<file path="src/rtl/grn_map.svh">
// Purpose: Offsets, field positions, frame bytes and reset values of the notifier.
// Assumes: APB with 32-bit data, one aligned word per register.
// Notes: Definitions only.
`ifndef GRN_MAP_SVH
`define GRN_MAP_SVH
// Register byte addresses.
`define GRN_ADDR_CTRL 8'h00
`define GRN_ADDR_STATUS 8'h04
`define GRN_ADDR_INT_STAT 8'h08
`define GRN_ADDR_INT_MASK 8'h0C
`define GRN_ADDR_RETRY_CNT 8'h10
// Control bits, write one to act.
`define GRN_CTRL_CANCEL 0
`define GRN_CTRL_RESEND 1
// Status bits.
`define GRN_ST_Q 0
`define GRN_ST_AWAIT 1
`define GRN_ST_BUSY 2
`define GRN_ST_RUN 3
// Interrupt bits.
`define GRN_INT_DENY 0
`define GRN_INT_ACK 1
`define GRN_INT_REQ 2
`define GRN_INT_DROP 3
`define GRN_INT_W 4
`define GRN_INT_MASK_RST 4'h0
// Load-command frame bytes.
`define GRN_LOAD_B0 8'h8A
`define GRN_LOAD_B1 8'hEA
`define GRN_LOAD_B2 8'h10
`define GRN_ID_B3 7'h22
`define GRN_ID_B4 8'hA4
`define GRN_Q_BIT 7
// Receive header matching.
`define GRN_RX_PRIO_LSB 4
`define GRN_FEEDBACK_NIB 4'hA
`define GRN_CVREQ_NIB 4'hB
`define GRN_RX_B1 8'hEB
// Packet byte fields, all held at the don't-care code.
`define GRN_PER_MSB 7
`define GRN_PER_LSB 5
`define GRN_DUTY_MSB 4
`define GRN_DUTY_LSB 3
`define GRN_CRIT_MSB 2
`define GRN_CRIT_LSB 0
`define GRN_PER_DC 3'h0
`define GRN_DUTY_DC 2'h0
`define GRN_CRIT_DC 3'h0
// Frame geometry and retry timing.
`define GRN_LOAD_LEN 3'h6
`define GRN_HDR_LEN 3'h5
`define GRN_RETRY_MS 100
`define GRN_CLK_MHZ 100
`endif

</file>
<file path="src/rtl/grn_pkg.sv">
// Purpose: Types shared by the notifier.
// Assumes: Nothing beyond the map header.
// Notes: Holds types only.
package grn_pkg;
  typedef enum logic [0:0] {GRN_TX_IDLE, GRN_TX_SEND} grn_tx_e;
  typedef logic [2:0] grn_idx_t;
endpackage

</file>
<file path="src/rtl/grn_notifier.sv">
// Purpose: Engine-side sender of the gear-request-denied notification frames.
// Assumes: Byte streams to a serial bus controller on the same clock; tap pins asynchronous.
// Notes: Registers over APB, zero wait states.
// Behaviour
// - Distinct load headers differ only qualifier
// - Only this side originates load frames
// - Evaluate gear on each rising tap edge
// - Denied request sends load with qualifier one
// - Packet byte always sent as zero
// - Any field change sends new load
// - Answer current value request with load
// - Change trigger only in run mode
// - Report only confirms latest load received
// - Matching report halts pending retransmissions
// - Accept only even upper header nibble
// - Receive actions only in run mode
// - Period bits seven to five, zero
// - Duty bits four to three, zero
// - Criticality bits two to zero, zero
`timescale 1ns/100ps
`include "grn_map.svh"
module grn_notifier
  import grn_pkg::*;
#(
  parameter int RETRY_CYC = `GRN_RETRY_MS * 1000 * `GRN_CLK_MHZ
) (
  // Clock and reset.
  input wire logic i_core_clk,
  input wire logic i_rst_b,
  // APB slave.
  input wire logic i_psel,
  input wire logic i_penable,
  input wire logic i_pwrite,
  input wire logic [7:0] i_paddr,
  input wire logic [31:0] i_pwdata,
  output logic [31:0] o_prdata,
  output logic o_pready,
  output logic o_pslverr,
  // Driver controls and operating state.
  input wire logic i_tap_up,
  input wire logic i_tap_down,
  input wire logic i_gear_allowed,
  input wire logic i_run_mode,
  // Transmit byte stream.
  output logic o_tx_valid,
  output logic [7:0] o_tx_data,
  output logic o_tx_last,
  input wire logic i_tx_ready,
  // Receive byte stream.
  input wire logic i_rx_valid,
  input wire logic [7:0] i_rx_data,
  input wire logic i_rx_last,
  // Interrupt.
  output logic o_irq
);
  initial begin
    if (RETRY_CYC < 2) begin
      $error("RETRY_CYC must be at least 2");
    end
  end

  // Tap pin synchronisers and edge history.
  logic up_s1, up_s2, up_s3, dn_s1, dn_s2, dn_s3;
  always_ff @(posedge i_core_clk or negedge i_rst_b) begin
    if (!i_rst_b) begin
      {up_s1, up_s2, up_s3} <= 3'h0;
      {dn_s1, dn_s2, dn_s3} <= 3'h0;
    end else begin
      {up_s1, up_s2, up_s3} <= {i_tap_up, up_s1, up_s2};
      {dn_s1, dn_s2, dn_s3} <= {i_tap_down, dn_s1, dn_s2};
    end
  end

  wire tap_evt = (up_s2 & ~up_s3) | (dn_s2 & ~dn_s3);
  wire deny_evt = tap_evt & ~i_gear_allowed;

  // APB decode.
  wire apb_acc = i_psel & i_penable;
  wire apb_wr = apb_acc & i_pwrite;
  wire sel_ctrl = (i_paddr == `GRN_ADDR_CTRL);
  wire sel_stat = (i_paddr == `GRN_ADDR_STATUS);
  wire sel_ist = (i_paddr == `GRN_ADDR_INT_STAT);
  wire sel_imsk = (i_paddr == `GRN_ADDR_INT_MASK);
  wire sel_rcnt = (i_paddr == `GRN_ADDR_RETRY_CNT);
  wire sel_any = sel_ctrl | sel_stat | sel_ist | sel_imsk | sel_rcnt;
  wire wr_ctrl = apb_wr & sel_ctrl;
  wire cancel = wr_ctrl & i_pwdata[`GRN_CTRL_CANCEL];
  wire resend = wr_ctrl & i_pwdata[`GRN_CTRL_RESEND];

  // Notification state, transmit state and retry bookkeeping.
  logic q;
  logic q_sent;
  logic send_req;
  logic await_ack;
  logic [31:0] retry_tmr;
  logic [15:0] retry_cnt;
  grn_tx_e tx_state;
  grn_idx_t tx_idx;

  // Receive capture.
  grn_idx_t rx_cnt;
  logic [7:0] rx_b0, rx_b1, rx_b3;

  // Qualifier update: a denial wins over a software cancel in the same cycle.
  wire next_q = deny_evt ? 1'b1 : (cancel ? 1'b0 : q);
  always_ff @(posedge i_core_clk or negedge i_rst_b) begin
    if (!i_rst_b) begin
      q <= 1'b0;
    end else begin
      q <= next_q;
    end
  end

  wire rx_even = ~rx_b0[`GRN_RX_PRIO_LSB];
  wire rx_end = i_rx_valid & i_rx_last;
  wire rx_len_ok = (rx_cnt == (`GRN_HDR_LEN - 3'h1));
  wire rx_id = (rx_b1 == `GRN_RX_B1) & (rx_b3[6:0] == `GRN_ID_B3) & (i_rx_data == `GRN_ID_B4);
  wire rx_ok = rx_end & rx_len_ok & rx_id & rx_even;
  wire rx_act = rx_ok & i_run_mode;
  wire ack_evt = rx_act & (rx_b0[3:0] == `GRN_FEEDBACK_NIB) & (rx_b3[`GRN_Q_BIT] == q_sent);
  wire req_evt = rx_act & (rx_b0[3:0] == `GRN_CVREQ_NIB) & ~rx_b3[`GRN_Q_BIT];
  wire drop_evt = rx_end & rx_len_ok & rx_id & ~rx_even;

  // Receive byte counter and header capture.
  always_ff @(posedge i_core_clk or negedge i_rst_b) begin
    if (!i_rst_b) begin
      rx_cnt <= 3'h0;
      rx_b0 <= 8'h00;
      rx_b1 <= 8'h00;
      rx_b3 <= 8'h00;
    end else if (i_rx_valid) begin
      if (rx_cnt == 3'h0) begin
        rx_b0 <= i_rx_data;
      end
      if (rx_cnt == 3'h1) begin
        rx_b1 <= i_rx_data;
      end
      if (rx_cnt == 3'h3) begin
        rx_b3 <= i_rx_data;
      end
      if (i_rx_last) begin
        rx_cnt <= 3'h0;
      end else if (rx_cnt != 3'h7) begin
        rx_cnt <= rx_cnt + 3'h1;
      end
    end
  end

  // Transmit handshake decode.
  wire tx_fire = o_tx_valid & i_tx_ready;
  wire tx_done = tx_fire & o_tx_last;
  wire retry_due = await_ack & (tx_state == GRN_TX_IDLE) &
                   (retry_tmr == 32'(RETRY_CYC - 1));
  wire chg_evt = (next_q != q) & i_run_mode;
  wire start = send_req & i_run_mode & (tx_state == GRN_TX_IDLE);

  // Pending send request: new triggers win over the clear taken at frame start.
  always_ff @(posedge i_core_clk or negedge i_rst_b) begin
    if (!i_rst_b) begin
      send_req <= 1'b0;
    end else if (chg_evt | (deny_evt & i_run_mode) | req_evt | resend | retry_due) begin
      send_req <= 1'b1;
    end else if (start) begin
      send_req <= 1'b0;
    end
  end

  // Frame sequencer.
  always_ff @(posedge i_core_clk or negedge i_rst_b) begin
    if (!i_rst_b) begin
      tx_state <= GRN_TX_IDLE;
      tx_idx <= 3'h0;
      q_sent <= 1'b0;
    end else begin
      unique case (tx_state)
        GRN_TX_IDLE: begin
          if (start) begin
            tx_state <= GRN_TX_SEND;
            tx_idx <= 3'h0;
            q_sent <= q;
          end
        end
        GRN_TX_SEND: begin
          if (tx_done) begin
            tx_state <= GRN_TX_IDLE;
          end else if (tx_fire) begin
            tx_idx <= tx_idx + 3'h1;
          end
        end
      endcase
    end
  end

  always_ff @(posedge i_core_clk or negedge i_rst_b) begin
    if (!i_rst_b) begin
      await_ack <= 1'b0;
      retry_tmr <= 32'h0;
      retry_cnt <= 16'h0;
    end else begin
      if (tx_done) begin
        await_ack <= 1'b1;
      end else if (ack_evt) begin
        await_ack <= 1'b0;
      end
      if (tx_done | retry_due | ~await_ack) begin
        retry_tmr <= 32'h0;
      end else if (tx_state == GRN_TX_IDLE) begin
        retry_tmr <= retry_tmr + 32'h1;
      end
      if (retry_due & (retry_cnt != 16'hFFFF)) begin
        retry_cnt <= retry_cnt + 16'h1;
      end else if (ack_evt & ~tx_done) begin
        retry_cnt <= 16'h0;
      end
    end
  end

  wire [7:0] packet_byte = {`GRN_PER_DC, `GRN_DUTY_DC, `GRN_CRIT_DC};
  wire [7:0] load_b3 = {q_sent, `GRN_ID_B3};
  // Byte selection for the load-command frame.
  wire [7:0] tx_byte = (tx_idx == 3'h0) ? `GRN_LOAD_B0 :
                       (tx_idx == 3'h1) ? `GRN_LOAD_B1 :
                       (tx_idx == 3'h2) ? `GRN_LOAD_B2 :
                       (tx_idx == 3'h3) ? load_b3 :
                       (tx_idx == 3'h4) ? `GRN_ID_B4 : packet_byte;

  // Transmit outputs.
  assign o_tx_valid = (tx_state == GRN_TX_SEND);
  assign o_tx_data = tx_byte;
  assign o_tx_last = o_tx_valid & (tx_idx == (`GRN_LOAD_LEN - 3'h1));

  // Interrupt status, set wins over write-one-to-clear.
  logic [`GRN_INT_W-1:0] int_stat;
  logic [`GRN_INT_W-1:0] int_mask;
  wire [`GRN_INT_W-1:0] int_set = {drop_evt, req_evt, ack_evt, deny_evt};
  wire [`GRN_INT_W-1:0] int_clr = (apb_wr & sel_ist) ? i_pwdata[`GRN_INT_W-1:0] :
                                  {`GRN_INT_W{1'b0}};
  always_ff @(posedge i_core_clk or negedge i_rst_b) begin
    if (!i_rst_b) begin
      int_stat <= {`GRN_INT_W{1'b0}};
      int_mask <= `GRN_INT_MASK_RST;
    end else begin
      int_stat <= int_set | (int_stat & ~int_clr);
      if (apb_wr & sel_imsk) begin
        int_mask <= i_pwdata[`GRN_INT_W-1:0];
      end
    end
  end
  assign o_irq = |(int_stat & int_mask);

  // Status word and read data selection.
  wire [3:0] status = {i_run_mode, o_tx_valid, await_ack, q};
  wire [31:0] rd_mux = sel_stat ? {28'h0, status} :
                       sel_ist ? {28'h0, int_stat} :
                       sel_imsk ? {28'h0, int_mask} :
                       sel_rcnt ? {16'h0, retry_cnt} : 32'h0;

  // Read data register, loaded in the setup cycle.
  always_ff @(posedge i_core_clk or negedge i_rst_b) begin
    if (!i_rst_b) begin
      o_prdata <= 32'h0;
    end else if (i_psel & ~i_penable) begin
      o_prdata <= rd_mux;
    end
  end
  assign o_pready = 1'b1;
  assign o_pslverr = apb_acc & ~sel_any;
endmodule

</file>
<file path="config.mk">
export PLATFORM = sky130hd
export DESIGN_NAME = grn_notifier
export DESIGN_NICKNAME = d
export VERILOG_FILES = /design/src/rtl/grn_pkg.sv /design/src/rtl/grn_notifier.sv
export VERILOG_INCLUDE_DIRS = /design/src /design/src/rtl
export SDC_FILE = /design/constraint.sdc
export NUM_CORES = 1
export LEC_CHECK = 0
export BUFFER_PORTS_ARGS = -buffer_cell sky130_fd_sc_hd__buf_2
export CELL_PAD_IN_SITES_DETAIL_PLACEMENT = 0
export CELL_PAD_IN_SITES_GLOBAL_PLACEMENT = 1
export CORE_MARGIN = 2
export CORE_UTILIZATION = 47
export DETAILED_ROUTE_END_ITERATION = 7
export PLACE_DENSITY_LB_ADDON = 0.25
export SLEW_MARGIN = 20
export SYNTH_ARGS = -nofsm -noshare
export SYNTH_HDL_FRONTEND = slang
export SYNTH_SLANG_ARGS = --single-unit
</file>
<file path="constraint.sdc">
create_clock -name i_core_clk -period 5.7 [get_ports i_core_clk]
set_clock_uncertainty 0.1 [all_clocks]
set_input_delay 0.57 -clock i_core_clk [delete_from_list [all_inputs] [get_ports i_core_clk]]
set_output_delay 0.57 -clock i_core_clk [all_outputs]
set_load 0.05 [all_outputs]
</file>
* Word-level counts from Yosys, hierarchy flattened *
Cells that the tools add are included.

cells by class
  $add $sub $neg = 4
  eq/ne operators = 26
  multiplexer cells = 29
  bitwise logic cells = 60
  reductions and logical operators = 14

operators by type and width
  operator                                                                 number
  16-bit 2-to-1 mux                                                        6
  32-bit 2-to-1 mux                                                        2
  8-bit 2-to-1 mux                                                         5
  1-bit AND                                                                35
  32-bit by 1-bit adder with 32-bit output, second input constant          1
  32-bit by 24-bit equality test with 1-bit output, second input constant  1
  16-bit by 1-bit adder with 16-bit output, second input constant          1
  8-bit by 4-bit equality test with 1-bit output, second input constant    2
  8-bit equality test, second input constant                               2
  16-bit != test, second input constant                                    1
  3-bit 2-to-1 mux                                                         5
  1-bit bitwise OR                                                         11
  1-bit inverter                                                           10
  2-bit AND reduction                                                      5
  3-bit by 2-bit equality test with 1-bit output, second input constant    3
  3-bit equality test, second input constant                               3
  4-bit AND                                                                2
  4-bit equality test, second input constant                               2
  8-bit by 3-bit equality test with 1-bit output, second input constant    1
  8-bit by 5-bit equality test with 1-bit output, second input constant    1
  8-bit logical NOT                                                        1
  1-bit 2-to-1 mux                                                         8
  2-bit nonzero test                                                       4
  7-bit by 6-bit equality test with 1-bit output, second input constant    1
  15 further kinds                                                         20

storage, ports and cells
  flip-flop bits (word level) = 126
  bits of input ports = 60
  output and inout port bits = 45
  logic and storage cells = 154

* Logic depth before layout (Yosys ltp) *
  depth in word-level cells = 13
  gate-level depth with buffers = 8
  depth with buffers taken out = 7

* Worst setup path after synthesis *
Ideal clock, no wire load.

  path kind = flip-flop to output port
  from = register tx_idx[0]
  to = output port o_tx_data[4]
  arrival time = 2.237 ns
  required time = 5.030 ns
  slack = 2.793 ns
  stages on the path, launching flop included = 4
  path buffers = 0
  cells stage by stage = dfrtp_1 > inv_1 > ha_1 > nor4_1

between the ends
  cells in the longest elaborated chain, start to end = 5
  elaborated cells between the ends (all ways) = 8
  classes of those cells = eq/ne: 3; mux: 4; reduce/logical: 1

RTL lines
  what                                            RTL line             source
  start: declaration                              grn_notifier.sv:98   grn_idx_t tx_idx;
  start signal: assignment                        grn_notifier.sv:187  tx_idx <= tx_idx + 3'h1;
  3-bit by 2-bit equality test with 1-bit output  grn_notifier.sv:224  (tx_idx == 3'h3) ? load_b3 :
  8-bit 2-to-1 mux                                grn_notifier.sv:224
  8-bit 2-to-1 mux                                grn_notifier.sv:223  (tx_idx == 3'h2) ? `GRN_LOAD_B2 :
  8-bit 2-to-1 mux                                grn_notifier.sv:222  (tx_idx == 3'h1) ? `GRN_LOAD_B1 :
  8-bit 2-to-1 mux (*)                            grn_notifier.sv:221  wire [7:0] tx_byte = (tx_idx == 3'h0) ? `GRN_LOAD_B0 :
  end: declaration                                grn_notifier.sv:46   output logic [7:0] o_tx_data,

Every way passes the cells marked *; elsewhere a longest branch is shown, timed or not.

* Worst setup path after layout *
  from = register tx_state, in the netlist o_tx_valid
  to = register retry_tmr[2]

between the ends
  cells in the longest elaborated chain, start to end = 6
  elaborated cells between the ends (all ways) = 10
  classes of those cells = eq/ne: 1; mux: 1; bitwise: 8

RTL lines
  what                                                                                     RTL line             source
  start: declaration                                                                       grn_notifier.sv:97   grn_tx_e tx_state;
  start signal: assignment                                                                 grn_notifier.sv:171  tx_state <= GRN_TX_IDLE;
  start signal: assignment                                                                 grn_notifier.sv:178  tx_state <= GRN_TX_SEND;
  start signal: assignment                                                                 grn_notifier.sv:185  tx_state <= GRN_TX_IDLE;
  1-bit inverter                                                                           n/a
  1-bit AND (2 in a row)                                                                   grn_notifier.sv:152  wire retry_due = await_ack & (tx_state == GRN_TX_IDLE) &
  1-bit bitwise OR (2 in a row)                                                            grn_notifier.sv:205  if (tx_done | retry_due | ~await_ack) begin
  2-bit by 1-bit != test with 1-bit output (no line) or 32-bit 2-to-1 mux (tied branches)  n/a
  end signal: assignment                                                                   grn_notifier.sv:208  retry_tmr <= retry_tmr + 32'h1;
  end: declaration                                                                         grn_notifier.sv:95   logic [31:0] retry_tmr;

Several ways; a longest one is shown, not always the timed one.
A chain may end at the register's enable or synchronous reset.

==> impl_table.tex <==
\begin{tabular}{lr}
\hline
Metric & Value \\
\hline
\multicolumn{2}{l}{\textbf{Status}} \\
Status & finished, final reports clean \\
\multicolumn{2}{l}{\textbf{Clock network}} \\
Clock root buffer & clkbuf\_16 \\
\# resized after CTS & 0 \\
Clk\_lat worst skew & 0.35 ns \\
Number of CTS-inserted buffers & 9 \\
Number of hold-repair buffers added at the cts stage & 0 \\
Clock tree from TritonCTS & done \\
H-tree depth & 3 \\
Number of buffers on the longest clock path & 2 \\
Register clock-pin slew on the reported worst setup and hold paths & 0.07 ns \\
Count of clock tree sinks & 110 \\
Post-CTS Setup Inserts & 0 \\
\multicolumn{2}{l}{\textbf{Yosys}} \\
Commonest cells in the netlist & dfrtp\_1 (110), nor2\_1 (49), nand2\_1 (41), inv\_1 (28), mux2\_2 (28) \\
Most frequent cell after synthesis & dfrtp\_1 \\
Fraction of the yosys area taken by sequential cells & 47.72\% \\
Post-synthesis cell area & 5768 um\^{}2 \\
YS warnings & 0 \\
Synth top area cells & dfrtp\_1 (48\%), mux2\_2 (5.5\%), xor2\_1 (3.3\%) \\
EDFF count, synth & 0 \\
Per-instance average area after synthesis & 10.12 um\^{}2 \\
Ys flop type & dfrtp\_1 \\
Count of different cell masters after synthesis & 54 \\
Share of flip-flops with an asynchronous set or reset after synthesis & 100.0\% \\
Flop and latch count out of synthesis & 110 \\
Share of Yosys cell area claimed by the top area cell type & 47.72\% \\
Post-Syn Instances & 570 \\
Dominant cell type by area after synthesis & dfrtp\_1 \\
\multicolumn{2}{l}{\textbf{Setup path}} \\
Ordered cell list for the critical path & nand3b\_1 > or2\_2 > nor4\_4 > nand3b\_2 > nor2\_1 \\
Worst R2R Setup Slack & 2.48 ns \\
Critical Path Sink Type & register \\
Arrival time reported for the critical path endpoint & 3.32 ns \\
Crit Reg-Reg Startpoint & o\_tx\_valid \\
Worst Path Max Fanout & 32 \\
Critical path data required time & 5.80 ns \\
Slowest Stage Delay on Critical Path & 0.93 ns \\
CP startpoint kind & register \\
Kind of critical path & register to register \\
Cell type of the slowest stage on the worst timing path & nor4\_4 \\
Cells on worst reg2reg path & 5 \\
Endpoint of the most critical register-to-register path & retry\_tmr[2] \\
\multicolumn{2}{l}{\textbf{Pwr}} \\
Switching power & 0.6490 mW \\
Part of the total power dissipated in combinational logic & 23.3\% \\
Portion of total power attributed to sequential cells & 47.5\% \\
Worst IR drop on VDD & 327.2 uV \\
Switching power as a share of total power & 31.78\% \\
Clock power frac & 29.2\% \\
Cell Int Power & 1.393 mW \\
Total power per unit cell area & 321.9 nW/um\^{}2 \\
Leakage power figure & 3.009 nW \\
\multicolumn{2}{l}{\textbf{Timing}} \\
Setup repair after global routing missed its margin & false \\
Final Slew Violations & 0 \\
Hold Vio Cnt, Final & 0 \\
Relative max-transition margin & 30.29\% \\
Endpoints failing setup & 0 \\
Setup ws final & 2.485 ns \\
Post-Route Setup TNS & 0 ns \\
Final period util & 56.41\% \\
Fmax & 311.0 MHz \\
Hold\_ws & 0.2268 ns \\
Transition at the pin with the smallest max-transition slack & 1.038 ns \\
Final min period & 3.215 ns \\
\multicolumn{2}{l}{\textbf{Die}} \\
I/O pin total & 105 \\
Chip Width & 114.8 um \\
Vertical extent of the die & 114.8 um \\
Die area & 13170 um\^{}2 \\
Starting density of the core & 48.02\% \\
Core Area & 12010 um\^{}2 \\
Number of standard-cell rows in the floorplan & 40 \\
\multicolumn{2}{l}{\textbf{Routing}} \\
Number of DRC violations after detailed routing & 0 \\
Wire length per cell & 15.09 um \\
Number of DRC markers in iteration 0 & 277 \\
Drt pass-1 iters & 4 \\
Total vias in the final route & 4257 \\
Total wire length & 11.62 mm \\
Post-DR vias/cell & 5.529 \\
Post-route ant nets & 0 \\
\multicolumn{2}{l}{\textbf{Placement}} \\
Number of I/O port buffers & 58 \\
Minimum setup slack after placement & 2.433 ns \\
Placer's final routability congestion estimate & 0.7922 \\
Placed cells & 756 \\
Placed wire-length estimate & 8.236 mm \\
Post-detailed-placement cell area & 6073 um\^{}2 \\
\multicolumn{2}{l}{\textbf{Layout}} \\
Total of fill cells in the finished design & 1093 \\
Final cell count without fillers & 770 \\
Fraction of final layout cells with drive strength greater than 1 & 18.46\% \\
Diodes inserted & 0 \\
Total Nets Final & 692 \\
Area added between synthesis and finish & 10.00\% \\
Final std cell area, no fill & 6345 um\^{}2 \\
\multicolumn{2}{l}{\textbf{Global routing}} \\
Number of antenna violations at the first check in global routing & 0 \\
Maximum number of pins on one net before global-route repair & 69 \\
Via count of the first global-routing pass & 4083 \\
Aggregate global routing overflow & 0 \\
Overall track demand over capacity in global routing & 18.40\% \\
Global-route wire length before repair & 19.40 mm \\
\multicolumn{2}{l}{\textbf{Job}} \\
Number of maximum-capacitance violations & 0 \\
\multicolumn{2}{l}{\textbf{Worst hold path}} \\
Path category of the worst min-delay check & input pin to asynchronous set/reset pin \\
\hline
\end{tabular}
power by group through the flow:
stage,combinational [mW],sequential [mW],clock (mW)
2_1_floorplan,0.389,0.962,0
3_3_place_gp,0.470,0.976,0
3_5_place_dp,0.480,0.983,0
4_1_cts,0.483,0.969,0.617
5_1_grt,0.523,0.985,0.645
6_report,0.476,0.970,0.596
metrics by stage:
stage	power [mW]	utilization [%]
final	2.042	52.82
after global routing	2.154	52.82
after CTS	2.069	52.82
after detailed placement	1.463	50.56
after global placement	1.446	50.56
after floorplan	1.351	-
worst max-delay path by stage:
stage / from / to / slack (ns)
final: o_tx_valid / retry_tmr[2] / 2.48
after global routing: o_tx_valid / retry_tmr[0] / 2.22
after CTS: o_tx_valid / retry_tmr[2] / 2.41
after detailed placement: o_tx_valid / retry_tmr[25] / 2.43
after global placement: o_tx_valid / retry_tmr[0] / 2.50
after floorplan: tx_idx[0] / o_tx_data[4] / 2.79
worst max-delay path, delay by kind of cell, from the launching register on:
kind | cells | cell delay [ns]
flip-flops | 1 | 0.55
AND/OR/NAND/NOR | 5 | 2.41
placed cells by master, fill, tap and decap left out, types with 14 or more instances in the layout:
cell type	instances
buf_2	57
nand3_1	23
conb_1	18
dfrtp_1	110
a21oi_1	18
a22o_1	14
nand2_1	41
inv_1	28
mux2_2	28
xor2_1	22
nand4_1	15
nor2_1	49
o21ai_0	27
area by class of cell:
type	count	area (um^2)	area share (%)
tap	147	183.9	2.899
clock buffer	12	236.5	3.727
clock inverter	2	35.03	0.5522
timing repair buffer	60	307.8	4.851
sequential	110	2753	43.38
inverter	28	105.1	1.656
multi-input combinational	411	2724	42.93
metal layers:
layer	global-route usage (%)	wire length, um	vias up
li1	-	-	2105
met1	24.42	5482	2067
met2	30.26	5546	69
met3	3.374	385	16
met4	7.068	207	0
met5	0	0	-
registers in the layout, indices dropped and copies added (netlist names), 3 cells and up:
name       flops
rx_cnt         3
rx_b3          8
int_stat       4
rx_b0          5
int_mask       4
retry_cnt     16
retry_tmr     32
tx_idx         3
o_prdata      16
rx_b1          8
logic make-up after synthesis:
| kind of cell | share of synthesized area (%) |
|---|---|
| AND/OR/NAND/NOR | 22.54 |
| flip-flops | 47.72 |
| AO/OA/AOI/OAI | 10.54 |
| buffers and inverters | 6.095 |
| XOR/XNOR | 4.555 |
| multiplexers | 5.813 |
| adder cells (fa/ha/maj) | 2.603 |
| other | 0.1302 |
Note: power is estimated with default switching activity, not from simulation.
